[config.mk]
export PLATFORM = sky130hd
export DESIGN_NAME = clamp_black_level_control
export DESIGN_NICKNAME = d
export VERILOG_FILES = /design/src/clamp_pkg.sv /design/src/clamp_black_level_control.sv
export SDC_FILE = /design/constraint.sdc
export NUM_CORES = 1
export LEC_CHECK = 0
export BUFFER_PORTS_ARGS = -buffer_cell sky130_fd_sc_hd__buf_2
export CORE_MARGIN = 1
export CORE_UTILIZATION = 45
export CTS_CLUSTER_DIAMETER = 50
export DETAILED_ROUTE_END_ITERATION = 16
export PLACE_DENSITY = 0.73
export SETUP_SLACK_MARGIN = 0.5
export SLEW_MARGIN = 20
export SYNTH_ARGS = -nofsm -noshare
export SYNTH_HDL_FRONTEND = slang
export SYNTH_SLANG_ARGS = --single-unit
[constraint.sdc]
create_clock -name pclk -period 3.65 [get_ports pclk]
set_input_delay 0.1825 -clock pclk [delete_from_list [all_inputs] [get_ports pclk]]
set_output_delay 0.1825 -clock pclk [all_outputs]
set_load 0.01 [all_outputs]
[src/clamp_pkg.sv]
package clamp_pkg;

  localparam int          ADDR_W            = 8;
  localparam int          DATA_W            = 32;
  localparam int          REG_W             = 8;
  localparam int          IDX_W             = 6;

  // Register indices; byte address is four times the index
  localparam logic [IDX_W-1:0] IDX_PRE_HOLD    = 6'h11;
  localparam logic [IDX_W-1:0] IDX_POST_HOLD   = 6'h12;
  localparam logic [IDX_W-1:0] IDX_PIN_CTRL    = 6'h13;
  localparam logic [IDX_W-1:0] IDX_START_HIGH  = 6'h14;
  localparam logic [IDX_W-1:0] IDX_START_LOW   = 6'h15;
  localparam logic [IDX_W-1:0] IDX_CLAMP_WIDTH = 6'h16;
  localparam logic [IDX_W-1:0] IDX_BLACK_CFG   = 6'h17;
  localparam logic [IDX_W-1:0] IDX_OFFSET      = 6'h20;
  localparam logic [IDX_W-1:0] IDX_CONTROL     = 6'h21;
  localparam logic [IDX_W-1:0] IDX_STATUS      = 6'h22;

  localparam logic [7:0]  RST_PRE_HOLD      = 8'h08;
  localparam logic [7:0]  RST_POST_HOLD     = 8'h00;
  localparam logic [7:0]  RST_PIN_CTRL      = 8'h00;
  localparam logic [7:0]  RST_START         = 8'h00;
  localparam logic [7:0]  RST_CLAMP_WIDTH   = 8'h10;
  localparam logic [7:0]  RST_BLACK_CFG     = 8'h40;
  localparam logic [7:0]  RST_OFFSET        = 8'h00;
  localparam logic [7:0]  RST_CONTROL       = 8'h01;

  localparam int          PIN_DIS_BIT       = 3;
  localparam int          PIN_FUNC_LO       = 4;
  localparam int          XTAL_DIV_BIT      = 6;
  localparam int          XTAL_OFF_BIT      = 7;
  localparam int          START_HIGH_W      = 5;
  localparam int          BLK_DIS_BIT       = 0;
  localparam int          BLK_PIX_LO        = 2;
  localparam int          BLK_TC_LO         = 4;
  localparam int          RESTORE_EN_BIT    = 0;
  localparam logic [7:0]  CLAMP_MIN         = 8'h02;
  localparam int          AVG_BASE_LOG2     = 4;
  localparam int          TC_BASE_LOG2      = 5;

  localparam int          CLK_KHZ           = 20000;
  localparam int          UPDATE_DELAY_MS   = 100;
  localparam int          UPDATE_CYCLES     = UPDATE_DELAY_MS * CLK_KHZ;

  typedef enum logic [1:0] {
    PIN_CLK_INV    = 2'b00,
    PIN_EXT_CLAMP  = 2'b01,
    PIN_EXT_HOLD   = 2'b10,
    PIN_EXT_PIXEL_SAMPLING_CLOCK = 2'b11
  } pin_func_e;

  typedef enum logic [2:0] {
    LS_IDLE  = 3'b001,
    LS_COUNT = 3'b010,
    LS_OPEN  = 3'b100
  } line_state_e;

  typedef struct packed {
    logic              psel;
    logic              penable;
    logic              pwrite;
    logic [ADDR_W-1:0] paddr;
    logic [DATA_W-1:0] pwdata;
  } apb_req_s;

  typedef struct packed {
    logic              pready;
    logic              pslverr;
    logic [DATA_W-1:0] prdata;
  } apb_rsp_s;

  typedef struct packed {
    logic        clamp_pulse;
    logic        black_window;
    logic        black_start;
    logic        offset_load;
    logic [7:0]  offset_value;
    logic        clock_invert_input;
    logic        pixel_sampling_clock_sel;
    logic        pll_hold;
    logic        crystal_clock_output;
    logic [12:0] black_tc_lines;
  } video_ctrl_s;

endpackage

[src/clamp_black_level_control.sv]
// Our own choice: the APB interface to the registers.
`timescale 1ns/1ps

// Functional notes
// - When the pin disable bit is set the multipurpose pin is ignored and reads as low.
// - The two-bit pin function picks clock invert, external clamp, external hold or pixel clock.
// - Each clamp pulse starts DC restore and black-level work if enabled and loads offsets.
// - In internal clamp mode the block makes the clamp pulse itself.
// - In external clamp mode offsets change only on the external pulse's leading edge.
// - In internal clamp mode with no clamp pulse a pending offset may take up to 100 ms to be applied; external clamp mode waits for the pin.
// - The crystal output runs at crystal rate when the select bit is 0, half rate when 1.
// - The crystal output disable bit holds that output low.
// - A 13-bit start value from a 5-bit high and 8-bit low part sets the window start pixel.
// - The clamp width sets the restore pulse length in pixels and leaves averaging alone.
// - A clamp width below 0x02 produces no internal clamp pulse.
// - Black-level compensation runs while its disable bit is 0.
// - The pixel-count field averages 16, 32, 64 or 128 black pixels per line.
// - The loop time constant is 2 to the power 5 plus N lines.
// - Pre and post hold line counts apply only to the internally made hold.
module clamp_black_level_control
  import clamp_pkg::*;
#(
  parameter int UPDATE_TIMEOUT = UPDATE_CYCLES
)(
  input  wire logic                   pclk,
  input  wire logic                   presetn,
  input  wire clamp_pkg::apb_req_s    apb_req,
  output clamp_pkg::apb_rsp_s         apb_rsp,
  input  wire logic                   hsync_in,
  input  wire logic                   vsync_in,
  input  wire logic                   multi_pin_in,
  input  wire logic                   crystal_clock_in,
  input  wire logic                   pixel_tick,
  output clamp_pkg::video_ctrl_s      video_ctrl
);
  import clamp_pkg::*;

  localparam int UPD_W = $clog2(UPDATE_TIMEOUT + 1);

  typedef struct packed {
    apb_rsp_s         rsp;
    video_ctrl_s      out;
    logic [7:0]       pre_hold;
    logic [7:0]       post_hold;
    logic [7:0]       pin_ctrl;
    logic [7:0]       start_high;
    logic [7:0]       start_low;
    logic [7:0]       clamp_width;
    logic [7:0]       black_cfg;
    logic [7:0]       offset_pend;
    logic [7:0]       control;
    logic [1:0]       hs_sync;
    logic [1:0]       vs_sync;
    logic [1:0]       pin_sync;
    logic [1:0]       xtal_sync;
    logic             hs_prev;
    logic             vs_prev;
    logic             pin_prev;
    logic             xtal_prev;
    logic             xtal_half;
    line_state_e      lstate;
    logic [12:0]      pix_cnt;
    logic [7:0]       clamp_cnt;
    logic [7:0]       avg_cnt;
    logic             pend_valid;
    logic [UPD_W-1:0] upd_cnt;
    logic [11:0]      line_cnt;
    logic [11:0]      frame_lines;
    logic [7:0]       post_cnt;
  } state_s;

  state_s s_q;
  state_s s_d;

  function automatic logic [7:0] avg_pixels(input logic [7:0] cfg);
    avg_pixels = 8'(1 << (AVG_BASE_LOG2 + int'(cfg[BLK_PIX_LO +: 2])));
  endfunction

  function automatic logic [12:0] tc_lines(input logic [7:0] cfg);
    tc_lines = 13'(1 << (TC_BASE_LOG2 + int'(cfg[BLK_TC_LO +: 3])));
  endfunction

  function automatic state_s reset_state();
    state_s r;
    r                       = '0;
    r.pre_hold              = RST_PRE_HOLD;
    r.post_hold             = RST_POST_HOLD;
    r.pin_ctrl              = RST_PIN_CTRL;
    r.start_high            = RST_START;
    r.start_low             = RST_START;
    r.clamp_width           = RST_CLAMP_WIDTH;
    r.black_cfg             = RST_BLACK_CFG;
    r.offset_pend           = RST_OFFSET;
    r.control               = RST_CONTROL;
    r.lstate                = LS_IDLE;
    r.out.black_tc_lines    = tc_lines(RST_BLACK_CFG);
    return r;
  endfunction

  pin_func_e           func;
  logic                pin_eff;
  logic                pin_rise;
  logic                tick;
  logic                hs_trail;
  logic                vs_lead;
  logic                vs_trail;
  logic [12:0]         start_px;
  logic                restore_en;
  logic                black_en;
  logic                int_clamp;
  logic                clamp_evt;
  logic                hold_int;
  logic                access;
  logic [IDX_W-1:0]    idx;
  logic                mapped;
  logic [7:0]          wbyte;

  always_comb
  begin
    s_d        = s_q;
    // First sync stages feed only the second stages
    s_d.hs_sync   = {s_q.hs_sync[0], hsync_in};
    s_d.vs_sync   = {s_q.vs_sync[0], vsync_in};
    s_d.pin_sync  = {s_q.pin_sync[0], multi_pin_in};
    s_d.xtal_sync = {s_q.xtal_sync[0], crystal_clock_in};
    s_d.hs_prev   = s_q.hs_sync[1];
    s_d.vs_prev   = s_q.vs_sync[1];
    s_d.xtal_prev = s_q.xtal_sync[1];

    func       = pin_func_e'(s_q.pin_ctrl[PIN_FUNC_LO +: 2]);
    pin_eff    = s_q.pin_ctrl[PIN_DIS_BIT] ? 1'b0 : s_q.pin_sync[1];
    s_d.pin_prev = pin_eff;
    pin_rise   = pin_eff & ~s_q.pin_prev;
    tick       = (func == PIN_EXT_PIXEL_SAMPLING_CLOCK) ? pin_rise : pixel_tick;
    hs_trail   = s_q.hs_prev & ~s_q.hs_sync[1];
    vs_lead    = ~s_q.vs_prev & s_q.vs_sync[1];
    vs_trail   = s_q.vs_prev & ~s_q.vs_sync[1];
    start_px   = {s_q.start_high[START_HIGH_W-1:0], s_q.start_low};
    restore_en = s_q.control[RESTORE_EN_BIT];
    black_en   = ~s_q.black_cfg[BLK_DIS_BIT];
    int_clamp  = (func != PIN_EXT_CLAMP);
    clamp_evt  = 1'b0;

    // Window sequencer, restarted by every hsync trailing edge
    unique case (s_q.lstate)
      LS_IDLE:
      begin
      end
      LS_COUNT:
      begin
        if (tick)
        begin
          if (s_q.pix_cnt == start_px)
          begin
            s_d.lstate    = LS_OPEN;
            s_d.clamp_cnt = s_q.clamp_width;
            s_d.avg_cnt   = avg_pixels(s_q.black_cfg);
            clamp_evt     = int_clamp;
          end
          else
          begin
            s_d.pix_cnt = s_q.pix_cnt + 13'h0001;
          end
        end
      end
      LS_OPEN:
      begin
        if (tick)
        begin
          if (s_q.clamp_cnt != 8'h00)
          begin
            s_d.clamp_cnt = s_q.clamp_cnt - 8'h01;
          end
          if (s_q.avg_cnt != 8'h00)
          begin
            s_d.avg_cnt = s_q.avg_cnt - 8'h01;
          end
          if (s_q.clamp_cnt <= 8'h01 && s_q.avg_cnt <= 8'h01)
          begin
            s_d.lstate = LS_IDLE;
          end
        end
      end
    endcase
    if (hs_trail)
    begin
      s_d.lstate    = LS_COUNT;
      s_d.pix_cnt   = 13'h0000;
      s_d.clamp_cnt = 8'h00;
      s_d.avg_cnt   = 8'h00;
    end
    if (!int_clamp && pin_rise)
    begin
      clamp_evt = 1'b1;
    end

    // Clamp pulse and averaging window outputs
    if (int_clamp)
    begin
      s_d.out.clamp_pulse = restore_en && (s_q.clamp_width >= CLAMP_MIN)
                            && (s_d.clamp_cnt != 8'h00);
    end
    else
    begin
      s_d.out.clamp_pulse = restore_en & pin_eff;
    end
    s_d.out.black_window   = black_en && (s_d.avg_cnt != 8'h00);
    s_d.out.black_start    = clamp_evt & black_en;
    s_d.out.black_tc_lines = tc_lines(s_q.black_cfg);

    // Offset hand-over; a write in the same cycle stays pending
    s_d.out.offset_load = 1'b0;
    if (clamp_evt)
    begin
      s_d.out.offset_value = s_q.offset_pend;
      s_d.out.offset_load  = 1'b1;
      s_d.pend_valid       = 1'b0;
      s_d.upd_cnt          = '0;
    end
    else if (s_q.pend_valid && int_clamp)
    begin
      // No sync, no internal clamp: apply after the long delay
      if (s_q.upd_cnt == UPD_W'(UPDATE_TIMEOUT - 1))
      begin
        s_d.out.offset_value = s_q.offset_pend;
        s_d.out.offset_load  = 1'b1;
        s_d.pend_valid       = 1'b0;
        s_d.upd_cnt          = '0;
      end
      else
      begin
        s_d.upd_cnt = s_q.upd_cnt + UPD_W'(1);
      end
    end

    // Internal hold around vertical sync
    if (hs_trail)
    begin
      s_d.line_cnt = s_q.line_cnt + 12'h001;
      if (s_q.post_cnt != 8'h00)
      begin
        s_d.post_cnt = s_q.post_cnt - 8'h01;
      end
    end
    if (vs_lead)
    begin
      s_d.frame_lines = s_q.line_cnt;
      s_d.line_cnt    = 12'h000;
    end
    if (vs_trail)
    begin
      s_d.post_cnt = s_q.post_hold;
    end
    hold_int = s_q.vs_sync[1] || (s_q.post_cnt != 8'h00)
               || ((s_q.frame_lines != 12'h000)
                   && ({1'b0, s_q.line_cnt} + {5'h00, s_q.pre_hold}
                       >= {1'b0, s_q.frame_lines}));
    s_d.out.pll_hold = (func == PIN_EXT_HOLD) ? pin_eff : hold_int;
    s_d.out.clock_invert_input       = (func == PIN_CLK_INV) & pin_eff;
    s_d.out.pixel_sampling_clock_sel = (func == PIN_EXT_PIXEL_SAMPLING_CLOCK);

    // Crystal output; half rate toggles on each sampled rising edge
    if (s_q.xtal_sync[1] && !s_q.xtal_prev)
    begin
      s_d.xtal_half = ~s_q.xtal_half;
    end
    if (s_q.pin_ctrl[XTAL_OFF_BIT])
    begin
      s_d.out.crystal_clock_output = 1'b0;
    end
    else if (s_q.pin_ctrl[XTAL_DIV_BIT])
    begin
      s_d.out.crystal_clock_output = s_q.xtal_half;
    end
    else
    begin
      s_d.out.crystal_clock_output = s_q.xtal_sync[1];
    end

    // APB slave, one wait state so read data comes from a flop
    access = apb_req.psel & apb_req.penable;
    idx    = apb_req.paddr[ADDR_W-1:2];
    wbyte  = apb_req.pwdata[REG_W-1:0];
    mapped = (apb_req.paddr[1:0] == 2'b00)
             && ((idx >= IDX_PRE_HOLD && idx <= IDX_BLACK_CFG)
                 || (idx >= IDX_OFFSET && idx <= IDX_STATUS));
    s_d.rsp.pready  = access & ~s_q.rsp.pready;
    s_d.rsp.pslverr = access & ~s_q.rsp.pready & ~mapped;
    s_d.rsp.prdata  = '0;
    if (access && !s_q.rsp.pready && !apb_req.pwrite)
    begin
      unique case (idx)
        IDX_PRE_HOLD:    s_d.rsp.prdata[REG_W-1:0] = s_q.pre_hold;
        IDX_POST_HOLD:   s_d.rsp.prdata[REG_W-1:0] = s_q.post_hold;
        IDX_PIN_CTRL:    s_d.rsp.prdata[REG_W-1:0] = s_q.pin_ctrl;
        IDX_START_HIGH:  s_d.rsp.prdata[REG_W-1:0] = s_q.start_high;
        IDX_START_LOW:   s_d.rsp.prdata[REG_W-1:0] = s_q.start_low;
        IDX_CLAMP_WIDTH: s_d.rsp.prdata[REG_W-1:0] = s_q.clamp_width;
        IDX_BLACK_CFG:   s_d.rsp.prdata[REG_W-1:0] = s_q.black_cfg;
        IDX_OFFSET:      s_d.rsp.prdata[REG_W-1:0] = s_q.offset_pend;
        IDX_CONTROL:     s_d.rsp.prdata[REG_W-1:0] = s_q.control;
        IDX_STATUS:      s_d.rsp.prdata[15:0] = {s_q.out.offset_value, 4'h0,
                                                 s_q.out.pll_hold, s_q.pend_valid,
                                                 s_q.out.clamp_pulse,
                                                 s_q.out.black_window};
        default:         s_d.rsp.prdata = '0;
      endcase
    end
    if (access && s_q.rsp.pready && apb_req.pwrite && mapped)
    begin
      unique case (idx)
        IDX_PRE_HOLD:    s_d.pre_hold    = wbyte;
        IDX_POST_HOLD:   s_d.post_hold   = wbyte;
        IDX_PIN_CTRL:    s_d.pin_ctrl    = wbyte;
        IDX_START_HIGH:  s_d.start_high  = {3'b000, wbyte[START_HIGH_W-1:0]};
        IDX_START_LOW:   s_d.start_low   = wbyte;
        IDX_CLAMP_WIDTH: s_d.clamp_width = wbyte;
        IDX_BLACK_CFG:   s_d.black_cfg   = wbyte;
        IDX_OFFSET:
        begin
          s_d.offset_pend = wbyte;
          s_d.pend_valid  = 1'b1;
          s_d.upd_cnt     = '0;
        end
        IDX_CONTROL:     s_d.control     = wbyte;
        default:         s_d.control     = s_q.control;
      endcase
    end
  end

  always_ff @(posedge pclk or negedge presetn)
  begin
    if (!presetn)
    begin
      s_q <= reset_state();
    end
    else
    begin
      s_q <= s_d;
    end
  end

  assign apb_rsp    = s_q.rsp;
  assign video_ctrl = s_q.out;

endmodule

# Word level (Yosys, flattened, before mapping)

Index checks and enable logic that the tools add are counted.

Add/subtract/negate cells: 9
$mul: 0
Div/mod/pow operators: 0
$lt $le $gt $ge: 8
Equality and inequality tests: 22
Shift-type cells: 2
Muxes and demuxes: 40
Bitwise operators: 18
Reductions and logical operators: 52

Operators with widths:

| operator                | count |
|---|---|
| $mux W22                | 4 |
| $pmux W8 S10            | 1 |
| $mux W32                | 2 |
| $mux W16                | 3 |
| $mux W8                 | 6 |
| $eq A6 B5 Y1 const B    | 7 |
| $reduce_bool A8 Y1      | 5 |
| $pmux W16 S2            | 1 |
| $mux W9                 | 3 |
| $mux W13                | 2 |
| $mux W24                | 1 |
| $sub A8 B1 Y8 const B   | 3 |
| $reduce_and A2 Y1       | 11 |
| $add A21 B1 Y21 const B | 1 |
| $eq A21 B21 Y1 const B  | 1 |
| $mux W21                | 1 |
| $eq A6 B6 Y1 const B    | 3 |
| $le A8 B1 Y1 const B    | 2 |
| $logic_and A1 B1 Y1     | 16 |
| $reduce_bool A2 Y1      | 7 |
| $add A12 B8 Y13         | 1 |
| $add A13 B1 Y13 const B | 1 |
| $eq A13 B13 Y1          | 1 |
| $ge A13 B12 Y1          | 1 |
| other kinds (29)        | 67 |

Flip-flop bits (word level): 231
Latch bits: 0
Bits in writable memories: 0
ROM bits: 0
Output and inout bits: 63
Memories: 0

# Depth between registers and ports, before layout

Gate-level depths: netlist (run 1).

Word-level depth: 9
Gate-level depth with buffers: 17

# Worst setup path after synthesis (run 1)

No wires, ideal clock.

Path type: flip-flop to flip-flop
Start: reg s_q[21] in the netlist's numbering
End: reg s_q (netlist bit video_ctrl[14])
Setup time: 126 ps
Arrival time: 2,893 ps
Slack: 631 ps
Cell stages (with the launch flop): 16
Period minus slack after synthesis: 3,019 ps
Cell sequence: dfrtp_1 ha_1 a21o_1 a21oi_1 o21ai_0 a21oi_1 o21ai_0 a21oi_1 xnor2_1 ha_1 a21o_1 a211oi_1 nand2b_1 o21ai_0 a31oi_1 o32a_1

RTL lines:

| item                   | line                             | source |
|---|---|---|
| from (decl)            | clamp_black_level_control.sv:72  | `state_s s_q;` |
| from (signal assigned) | clamp_black_level_control.sv:335 | `s_q <= reset_state();` |

==> metrics.md, run 1 <==
| Metric | Value |
|---|---|
| Post-DR vias/cell | roughly 5.5 |
| Die Width | between 150 and 200 um |
| Commonest non-fill, non-tap cell in the layout | dfrtp_1 |
| Register area share after synthesis | about half |
| Area added between synthesis and finish | 13.91% |
| Crit path buf inv count | 1 |
| Drt wl/cell | 17.29 um |
| Crit path DAT | between 3 and 4 ns |
| Post-synth ARST share | 100.0% |
| Avg Inst Size Synth | 10.28 um2 |
| Clk_skew | ~0.020 ns |
| Slowest stage delay, CP | around 0.37 ns |
| Routability cong. | about 0.9 |
| Post-synth top flop | dfrtp_1 |
| Post-synth top area share | between 40 and 50% |
| Final Routed Wirelength | ~26 mm |
| Clk_lat worst skew | about 0.55 ns |
| Worst Tran Pin Value | between 0.9 and 1 ns |
| Hold Startpoint | apb_req[3] |
| Post-route clock period utilization | a little over four fifths |
| Non-Filler Instances | roughly 1500 |
| Clk slew on worst S/H paths | 0.06 ns |
| GR Util met3 | under 10% |
| Vias in the first global route | just over 8000 |
| CP Data Required Time | between 4 and 5 ns |
| Final nets | approximately 1200 |
| Hold EP | s_q[110] |
| CP cell instances | ha_2 > inv_1 > fa_2 > nor2b_1 > o21ai_1 > a21boi_1 > o21ai_1 > a21o_1 > nand2_2 > xor2_1 > ha_1 > a211oi_2 > nand2b_1 > o21ai_1 > a31oi_1 > o32a_1 |
| Core Rows | 57 |
| Hold path cells | 2 |
| Reg2reg setup slack | just under 0.6 ns |
| Max-cap violations | 0 |
| Global-route wire length before repair | about 42 mm |
| Initial antenna violation count | 0 |
| Worst R2R Start | s_q[20] |
| CTS tree | yes |
| Largest area contributor in the netlist | dfrtp_1 |
| Core footprint | 24320 um2 |
| Netlist cell types | 70 |
| Setup CP Type | reg2reg |
| Maximum vdd drop | between 0.0005 and 0.0006 V |
| Leakage | 5.943 nW |
| Area contributors post-synth | dfrtp_1, mux2_2, buf_4 |
| Clk root buf | clkbuf_16 |
| Remaining antenna violation count | 0 |
| # IOs | 113 |
| Crit path top cell by count | o21ai_1 |
| Top Usage Layer GRT | met2 |
| DR DRC count | 0 |
| Setup tns final | 0 ns |
| Setup violators final | 0 |
| # clock sinks | approximately 220 |
| Yosys warning total | 0 |
| Worst setup EP type | register |
| Cell family with most CP delay | compound AO/OA/AOI/OAI gates |
| Vias | ~8100 |
| Diodes inserted | 0 |
| Most frequent cells in the layout | dfrtp_1, nor2_1, mux2_2 |
| CTS max path bufs | 3 |
| Total die area | around 25000 um2 |
| Reg-to-Reg End | video_ctrl[14] |
| Detail Placement HPWL | around 18 mm |
| Cell area after synthesis | between 10000 and 15000 um2 |
| Largest net degree at the start of global routing | 83 |
| Syn Inst Count | 1087 |
| R2R depth | 16 |
| Min Tclk post-route | 3.054 ns |
| GRT met2 Usage | around a third |
| DR pass1 iterations | 5 |
| Final Slew Violations | 0 |
| Max transition margin | around a third |
| Setup ws final | ~0.60 ns |
| P per Cell Area | approximately 530 nW/um2 |
| Fill cells | 2129 |
| Crit start category | register |
| Share of layout cells above drive strength 1 | a little under a quarter |
| GRT Util Overall | between 20% and 30% |
| TritonCTS Buffers | 27 |
| Final Hold Viols | 0 |
| Die Y | ~160 um |
| Placement Setup Slack | 0.3549 ns |
| Worst-path fanout max | 2 |
| FMAX | 327.5 MHz |
| Placed Cells | between 1000 and 1500 |
| Worst path slowest cell | dfrtp_1 |
| Post-synth EDFFs | 0 |
| Yosys reg bits | about 220 |
| Hold WC Path Type | in2reg |
| Status | finished clean |
| PortBufs | 72 |
| RSZ-0062 raised after global routing | yes |
| First DRT Iteration DRCs | ~600 |
| Overflow after GRT | 0 |
| GR Layer Usage met1 | 27.80% |
| H-tree Lvls | 1 |
| Starting Density | a little under half |
## worst reg2reg max path: stages, from the launching register on
cell and delay, ns:
dfrtp_1 0.37, ha_2 0.19, inv_1 0.05, fa_2 0.35, nor2b_1 0.12, o21ai_1 0.08, a21boi_1 0.18, o21ai_1 0.10
a21o_1 0.21, nand2_2 0.08, xor2_1 0.16, ha_1 0.28, a211oi_2 0.28, nand2b_1 0.09, o21ai_1 0.13, a31oi_1 0.09
o32a_1 0.17
## sequential cells by signal (all words and copies together) (netlist names)
name	count
s_q	158
video_ctrl	29
apb_rsp	18
s_d	7
func	2
restore_en	1
## synth_stat cells, types with 9 or more instances
| cell | count |
|---|---|
| nor2b_1 | 9 |
| or3_1 | 15 |
| nor2_1 | 91 |
| nand3_1 | 34 |
| and2_1 | 18 |
| a21oi_1 | 48 |
| xnor2_1 | 47 |
| o21ai_0 | 45 |
| a31oi_1 | 16 |
| xor2_1 | 21 |
| nor3_1 | 26 |
| nor4_1 | 12 |
| a22oi_1 | 9 |
| nand4_1 | 11 |
| nand2_1 | 82 |
| and3_1 | 13 |
| nand2b_1 | 13 |
| mux2i_1 | 12 |
| mux2_2 | 89 |
| clkbuf_1 | 27 |
| dfrtp_1 | 209 |
| inv_1 | 46 |
| buf_4 | 63 |
| ha_1 | 28 |
## worst max path at each step
stage	endpoint	cells past startpoint	start
after global routing	video_ctrl[14]	16	s_q[163]
after global placement	video_ctrl[14]	15	s_q[21]
after CTS	video_ctrl[14]	16	s_q[163]
final	video_ctrl[14]	16	s_q[20]
after detailed placement	video_ctrl[14]	15	s_q[21]
after floorplan	video_ctrl[14]	15	s_q[21]
## power by group
| group | internal [mW] | total [mW] | switching [mW] |
|---|---|---|---|
| logic | 0.405 | 1.04 | 0.630 |
| clock network | 1.94 | 3.03 | 1.09 |
| registers | 2.52 | 2.66 | 0.134 |
## metrics by stage
step | power [mW] | hold WS [ns] | utilization (%) | cell area [um2]
floorplan | 3.408 | -0.1131 | - | 11250
global placement | 3.672 | 0.1986 | 47.36 | 11520
detailed placement | 3.696 | 0.2067 | 47.36 | 11520
CTS | 6.767 | 0.03306 | 52.26 | 12710
global route | 7.013 | 0.04157 | 52.34 | 12730
finish | 6.722 | 0.04713 | 52.34 | 12730
## cell type report
class                           instances  area [um2]  share of cell area [%]
Sequential cell                       215        5388                   42.33
Clock inverter                         19       321.6                   2.526
Clock buffer                           31       720.7                   5.662
Inverter                               46       172.7                   1.357
Tap cell                              324       405.4                   3.185
Multi-Input combinational cell        747        5097                   40.05
Timing Repair Buffer                  102       623.1                   4.895
## layer usage
metal | wire length [um] | share of wire (%) | up-vias
li1 | - | - | 3820
met1 | 11210 | 44 | 4026
met2 | 12160 | 47 | 236
met3 | 1598 | 6.2 | 51
met4 | 693 | 2.7 | 0
met5 | 0 | 0 | -
## repair_timing
item,4_1_cts,5_1_grt
endpoints found under the setup margin,1,1
buffers inserted,4,1
hold buffers,11,0
pin swaps,1,10
endpoints found under the hold margin,84,0
resized for setup,2,10
## logic make-up (layout without fill, tap and decap cells)
logic type	Yosys count	after routing	share of synthesized area [%]
other cells	1	21	0.03356
mux	102	102	10.25
flops	215	215	48.21
simple gates	355	355	16.18
xor+xnor	68	68	5.330
buf+inv	145	198	7.065
fa+ha+maj	29	29	3.314
compound gates	172	172	9.618
Note: power is estimated with default switching activity, not from simulation.
==> run 2, diff against run 1 <==
--- a/config.mk
+++ b/config.mk
@@ -10,7 +10,7 @@
 export CORE_UTILIZATION = 45
 export CTS_CLUSTER_DIAMETER = 50
 export DETAILED_ROUTE_END_ITERATION = 16
-export PLACE_DENSITY = 0.73
+export PLACE_DENSITY = 0.75
 export SETUP_SLACK_MARGIN = 0.5
 export SLEW_MARGIN = 20
 export SYNTH_ARGS = -nofsm -noshare
==> constraint.sdc (replaced) <==
create_clock -name pclk -period 2.5 [get_ports pclk]
set_input_delay 0.125 -clock pclk [delete_from_list [all_inputs] [get_ports pclk]]
set_output_delay 0.125 -clock pclk [all_outputs]
set_load 0.01 [all_outputs]
==> run 2 against run 1 <==
  * The flow now finishes with violations (negative setup slack)
  * Utilization is 3.9 points higher
  * Flip-flop and latch count stayed put
  * Maximum frequency is 1.1% lower
  * Via count is 6.0% higher
  * Global-route usage is 1.5 points higher
  * Sequential share of layout area is 3.0 points lower
  * Die area stayed put
  * Count of clock-buffer cells in the layout is 1 higher
  * Clock power is 30% higher
  * Critical path type unchanged
  * Largest power group unchanged
  * Highest routed layer unchanged
==> metrics.md, run 2 (synthesis results as in run 1) <==
| Metric | Value |
|---|---|
| Setup tns final | -0.5886 ns (-0.5886 ns) |
| Worst Tran Pin Value | 0.7181 ns (-0.2593 ns) |
| Setup ws final | -0.5886 ns (-1.185 ns) |
| PortBufs | 72 (unchanged) |
| Maximum vdd drop | 0.0005221 V (+4.2%) |
| CTS max path bufs | 3 (unchanged) |
| # IOs | 113 (unchanged) |
| Share of layout cells above drive strength 1 | 31.75% (+8.7 points) |
| FMAX | 323.8 MHz (-1.1%) |
| RSZ-0062 raised after global routing | yes |
| Max-cap violations | 0 (unchanged) |
| Total die area | 25470 um2 (unchanged) |
| Vias | 8622 (+6.0%) |
| Violated checks | negative setup slack |
| CTS tree | yes |
| Area added between synthesis and finish | 22.45% |
| DR pass1 iterations | 5 (unchanged) |
| Post-DR vias/cell | 5.509 (+0.53%) |
| Number of flip-flops under the largest register name | 158 (unchanged) |
| Clk root buf | clkbuf_16 |
| # clock sinks | 215 (unchanged) |
| Final nets | 1300 (+6.7%) |
| Fill cells | 1982 (-6.9%) |
| Status | complete, but fails checks |
| Post-route clock period utilization | 123.5% (+40 points) |
| Clk slew on worst S/H paths | 0.06 ns (about the same) |
| Crit start category | register |
| Core Rows | 57 (unchanged) |
| Top Usage Layer GRT | met2 |
| Max transition margin | 52.13% (+17 points) |
| Clk_skew | 0.04065 ns (+0.02115 ns) |
| Vias in the first global route | 8630 (+6.2%) |
| GRT met2 Usage | 36.24% (+2.5 points) |
| Detail Placement HPWL | 19.31 mm (+7.3%) |
| Overflow after GRT | 0 (unchanged) |
| H-tree Lvls | 1 (unchanged) |
| Final Slew Violations | 0 (unchanged) |
| Most frequent cells in the layout | dfrtp_1, buf_4, nor2_1 |
| Core footprint | 24320 um2 (unchanged) |
| Initial antenna violation count | 0 (unchanged) |
| Min Tclk post-route | 3.089 ns (+0.03499 ns) |
| Leakage | 6.427 nW (+8.1%) |
| Worst-path fanout max | 2 (unchanged) |
| Global-route wire length before repair | 45.31 mm (+7.0%) |
| Min Hold Slack | 0.02704 ns (-0.02009 ns) |
| First DRT Iteration DRCs | 656 (+9.5%) |
| P per Cell Area | 723.6 nW/um2 (+37%) |
| Die Width | 159.6 um (unchanged) |
| Crit path DAT | 3.52 ns (+0.04 ns) |
| DR DRC count | 0 (unchanged) |
| Commonest non-fill, non-tap cell in the layout | dfrtp_1 |
| Clk_lat worst skew | 0.55 ns (about the same) |
| TritonCTS Buffers | 26 (-3.7%) |
| Top reg by flops | s_q |
| GR Layer Usage met1 | 29.43% (+1.6 points) |
| Total power | 9.901 mW (+47%) |
| GRT Util Overall | 22.11% (+1.5 points) |
| Routability cong. | 0.9158 (+2.2%) |
| Drt wl/cell | 17.89 um (+3.5%) |
| Worst setup EP type | register |
| Remaining antenna violation count | 0 (unchanged) |
| GR Util met3 | 3.334% (+0.078 points) |
| Final Routed Wirelength | 28.00 mm (+9.1%) |
| Setup CP Type | reg2reg |
| Diodes inserted | 0 (unchanged) |
| Hold WC Path Type | in2reg |
| Setup violators final | 1 (+1) |
| Largest net degree at the start of global routing | 86 (+3.6%) |
| CP Data Required Time | 2.93 ns (-1.14 ns) |
| Starting Density | 45.95% (unchanged) |
| Die Y | 159.6 um (unchanged) |
| Final Hold Viols | 0 (unchanged) |
==> run 2: changes by cell type in the layout (fill, tap and decap cells not counted), moves of 6 or more <==
cell / before / now
mux2_4: 0 / 23
mux2_2: 89 / 66
a21oi_1: 46 / 38
nor3_1: 26 / 20
nor2_1: 91 / 85
a21oi_2: 3 / 9
buf_4: 19 / 94
==> run 2: worst paths after layout <==
path / slack (ns) / start / to / cells past startpoint
worst min-delay path: 0.03 / apb_req[2] / s_q[149] / 2
worst min register to register: 0.35 / s_d[96] / s_d[89] / 0
worst max-delay path: -0.59 / s_q[164] / video_ctrl[14] / 15
worst max register to register: -0.59 / s_q[164] / video_ctrl[14] / 15
min in group asynchronous: 0.17 / presetn / s_q[26] / 2
max in group asynchronous: 1.46 / presetn / restore_en / 3
==> run 2: cell type report <==
class	count	area [um2]	share of cell area, %
clock buffer	32	683.2	4.993
clock inverter	16	222.7	1.628
inverter	46	172.7	1.262
multi-input combinational	747	5502	40.21
sequential	215	5388	39.37
tap	324	405.4	2.963
timing repair buffer	185	1310	9.574
==> run 2: per-layer routing <==
metal | part of all wire [%] | up-vias
li1 | - | 3987
met1 | 42 | 4259
met2 | 48 | 314
met3 | 6.2 | 62
met4 | 3.4 | 0
met5 | 0 | -
==> run 2: worst max-delay path: stages (launching register included) <==
cell and delay [ns]:
dfrtp_1 0.39, ha_1 0.31, a21o_1 0.20, a21oi_2 0.18, o21ai_2 0.08, a21oi_2 0.18, o21ai_2 0.10, a21oi_2 0.18
xnor2_2 0.13, ha_1 0.27, a21o_1 0.20, a211oi_2 0.22, nand2b_1 0.08, o21ai_1 0.16, a31oi_1 0.11, o32a_1 0.17
==> run 2: through the flow <==
stage / instance area [um2] / setup slack [ns] / instances / util [%]
2_1_floorplan: 11500 / -0.3176 / 1107 / -
3_3_place_gp: 12260 / -0.4033 / 1483 / 50.40
3_5_place_dp: 12260 / -0.5677 / 1483 / 50.40
4_1_cts: 13490 / -0.5735 / 1556 / 55.45
5_1_grt: 13680 / -0.7119 / 1565 / 56.26
6_report: 13680 / -0.5886 / 1565 / 56.26
==> run 2: power by group <==
group | leakage [nW] | switching [mW] | total, mW | internal, mW
Clock | 0.440 | 1.55 | 3.94 | 2.39
Sequential | 2.89 | 0.178 | 3.86 | 3.68
Combinational | 3.09 | 1.16 | 2.10 | 0.938
==> run 2: repair_timing <==
item	CTS	global route
cloned	0	0
hold buffers	12	0
pin swaps	12	17
endpoints found under the hold margin	106	0
resized for setup	24	31
endpoints found under the setup margin	57	73
setup buffers	13	9
==> run 3, diff against run 2 <==
--- a/config.mk
+++ b/config.mk
@@ -9,8 +9,9 @@
 export CORE_MARGIN = 1
 export CORE_UTILIZATION = 45
 export CTS_CLUSTER_DIAMETER = 50
+export CTS_CLUSTER_SIZE = 30
 export DETAILED_ROUTE_END_ITERATION = 16
-export PLACE_DENSITY = 0.75
+export PLACE_DENSITY = 0.73
 export SETUP_SLACK_MARGIN = 0.5
 export SLEW_MARGIN = 20
 export SYNTH_ARGS = -nofsm -noshare
==> constraint.sdc (replaced) <==
create_clock -name pclk -period 3.65 [get_ports pclk]
set_input_delay 0.1825 -clock pclk [delete_from_list [all_inputs] [get_ports pclk]]
set_output_delay 0.1825 -clock pclk [all_outputs]
set_load 0.01 [all_outputs]
==> run 3 against run 2 <==
  * The flow now finishes without violations
  * First-iteration DRC count is 23% lower
  * Wire length fell by 8.4%
  * Power fell by 35%
  * Setup slack gained 1.1 ns
  * Count of clock-buffer cells in the layout decreased by 2
  * Hold slack gained 0.019 ns
  * Critical endpoint unchanged
==> metrics.md, run 3 (synthesis results as in run 1) <==
| Metric | Value |
|---|---|
| Clk root buf | clkbuf_16 |
| Setup CP Type | reg2reg |
| Leakage | 5.879 nW (-8.5%) |
| Area added between synthesis and finish | 12.82% |
| Flop pwr share | 41.4% (+2.4 points) |
| Share of layout cells above drive strength 1 | 22.84% (-8.9 points) |
| Fill cells | 2147 (+8.3%) |
| Most frequent cells in the layout | dfrtp_1, nor2_1, mux2_2 |
| Worst-path fanout max | 4 (+2) |
| First DRT Iteration DRCs | 508 (-23%) |
| Core Rows | 57 (unchanged) |
| CTS tree | yes |
| Max-cap violations | 0 (unchanged) |
| FMAX | 323.1 MHz (-0.22%) |
| PortBufs | 72 (unchanged) |
| Clk slew on worst S/H paths | 0.07 ns (about the same) |
| Final nets | 1216 (-6.5%) |
| CP cell instances | ha_1 > a21o_1 > a21oi_2 > o21ai_1 > a21oi_2 > o21ai_1 > a21oi_1 > xnor2_1 > ha_1 > a21o_1 > a211oi_2 > nand2b_1 > o21ai_1 > a31oi_1 > o32a_1 |
| Die Y | 159.6 um (unchanged) |
| Psw | 1.869 mW (-35%) |
| DR pass1 iterations | 5 (unchanged) |
| RSZ-0062 raised after global routing | yes |
| Crit start category | register |
| Post-layout util | 51.84% (-4.4 points) |
| Worst path slowest cell | dfrtp_1 |
| GRT met2 Usage | 33.33% (-2.9 points) |
| Vias in the first global route | 8112 (-6.0%) |
| CTS max path bufs | 3 (unchanged) |
| Largest net degree at the start of global routing | 83 (-3.5%) |
| Slowest stage delay, CP | 0.42 ns (+0.03 ns) |
| CP Data Required Time | 4.05 ns (+1.12 ns) |
| Routability cong. | 0.8962 (-2.1%) |
| Top Usage Layer GRT | met2 |
| Worst setup EP type | register |
| Core footprint | 24320 um2 (unchanged) |
| GRT Util Overall | 20.75% (-1.4 points) |
| Drt wl/cell | 17.33 um (-3.1%) |
| Min Tclk post-route | 3.095 ns (+0.006705 ns) |
| Int Power | 4.549 mW (-35%) |
| Maximum vdd drop | 0.0003645 V (-30%) |
| # IOs | 113 (unchanged) |
| Die Width | 159.6 um (unchanged) |
| H-tree Lvls | 1 (unchanged) |
| Reg-to-Reg End | video_ctrl[14] |
| Overflow after GRT | 0 (unchanged) |
| Starting Density | 45.95% (unchanged) |
| Worst R2R Start | s_q[21] |
| Part of the power in combinational logic | 16.0% (-5.2 points) |
| Clk_skew | 0.04722 ns (+0.006565 ns) |
| # clock sinks | 215 (unchanged) |
| Setup tns final | 0 ns (+0.5886 ns) |
| Hold Startpoint | apb_req[3] |
| P per Cell Area | 509.1 nW/um2 (-30%) |
| GR Util met3 | 3.907% (+0.57 points) |
| Clk pwr share | 42.6% (+2.8 points) |
| Final Routed Wirelength | 25.65 mm (-8.4%) |
| Final Slew Violations | 0 (unchanged) |
| Status | finished clean |
| Clk_lat worst skew | 0.56 ns (about the same) |
| Total die area | 25470 um2 (unchanged) |
| Max transition margin | 32.84% (-19 points) |
| Hold WC Path Type | in2reg |
| DR DRC count | 0 (unchanged) |
| Reg2reg setup slack | 0.55 ns (+1.14 ns) |
| Vias | 8115 (-5.9%) |
| TritonCTS Buffers | 26 (unchanged) |
| Remaining antenna violation count | 0 (unchanged) |
| Worst Tran Pin Value | 1.005 ns (+0.2871 ns) |
| Hold EP | s_q[158] |
| Number of flip-flops under the largest register name | 158 (unchanged) |
| R2R depth | 15 (unchanged) |
| Post-route clock period utilization | 84.80% (-39 points) |
| Switching share of power | 29.13% (about the same) |
| Diodes inserted | 0 (unchanged) |
| Global-route wire length before repair | 42.62 mm (-5.9%) |
| Final Hold Viols | 0 (unchanged) |
| Top reg by flops | s_q |
| Post-DR vias/cell | 5.483 (-0.47%) |
| Detail Placement HPWL | 18.00 mm (-6.8%) |
| Crit path top cell by count | o21ai_1 |
| Hold path cells | 2 (unchanged) |
| GR Layer Usage met1 | 27.85% (-1.6 points) |
| Setup violators final | 0 (-1) |
| Initial antenna violation count | 0 (unchanged) |
| Commonest non-fill, non-tap cell in the layout | dfrtp_1 |
| Crit path DAT | 3.49 ns (-0.03 ns) |
## run 3: what timing repair did
action | 4_1_cts | 5_1_grt
setup endpoints to repair | 1 | 1
buffers inserted | 4 | 1
hold buffers | 10 | 0
gates resized for setup | 3 | 9
endpoints found under the hold margin | 83 | 0
pin swaps | 2 | 10
## run 3: metrics by stage
stage | hold slack, ns | setup WS, ns | power, mW | instance area, um2 | instances
finish | 0.04565 | 0.5547 | 6.418 | 12610 | 1480
global route | 0.02871 | 0.3773 | 6.723 | 12610 | 1480
CTS | 0.02512 | 0.5160 | 6.476 | 12590 | 1479
detailed placement | 0.2067 | 0.3549 | 3.696 | 11520 | 1418
global placement | 0.1986 | 0.4341 | 3.672 | 11520 | 1418
floorplan | -0.1131 | 0.6313 | 3.408 | 11250 | 1107
## run 3: worst max-delay path by stage
stage,slack [ns],depth (start not counted),endpoint,startpoint
floorplan,0.63,15,video_ctrl[14],s_q[21]
global placement,0.43,15,video_ctrl[14],s_q[21]
detailed placement,0.35,15,video_ctrl[14],s_q[21]
CTS,0.52,15,video_ctrl[14],s_q[21]
global route,0.38,16,video_ctrl[14],s_q[163]
finish,0.55,15,video_ctrl[14],s_q[21]
## run 3: worst max-delay path: cells and delay by family, from the launching register on
family	cells	cell delay (ns)
AO/OA/AOI/OAI	11	1.72
XOR/XNOR	1	0.10
flip-flops	1	0.42
AND/OR/NAND/NOR	1	0.09
adder cells (fa/ha/maj)	2	0.62
## run 3: cell type report
class,instances,area [um2],area share [%]
sequential,215,5388,42.74
multi-input combinational,747,5097,40.43
inverter,46,172.7,1.370
clock inverter,17,235.2,1.866
timing repair buffer,101,613.1,4.863
tap,324,405.4,3.216
clock buffer,30,695.7,5.518
## run 3: layer usage
layer | vias up | share of wire [%]
li1 | 3801 | -
met1 | 3991 | 43
met2 | 266 | 46
met3 | 57 | 6.8
met4 | 0 | 3.4
met5 | - | 0
## run 3: power by group through the flow
stage | registers, mW | clock network [mW] | logic (mW)
after global routing | 2.68 | 2.90 | 1.15
after CTS | 2.65 | 2.80 | 1.03
final | 2.65 | 2.74 | 1.03
after floorplan | 2.66 | 0 | 0.751
after detailed placement | 2.70 | 0 | 0.998
after global placement | 2.70 | 0 | 0.977
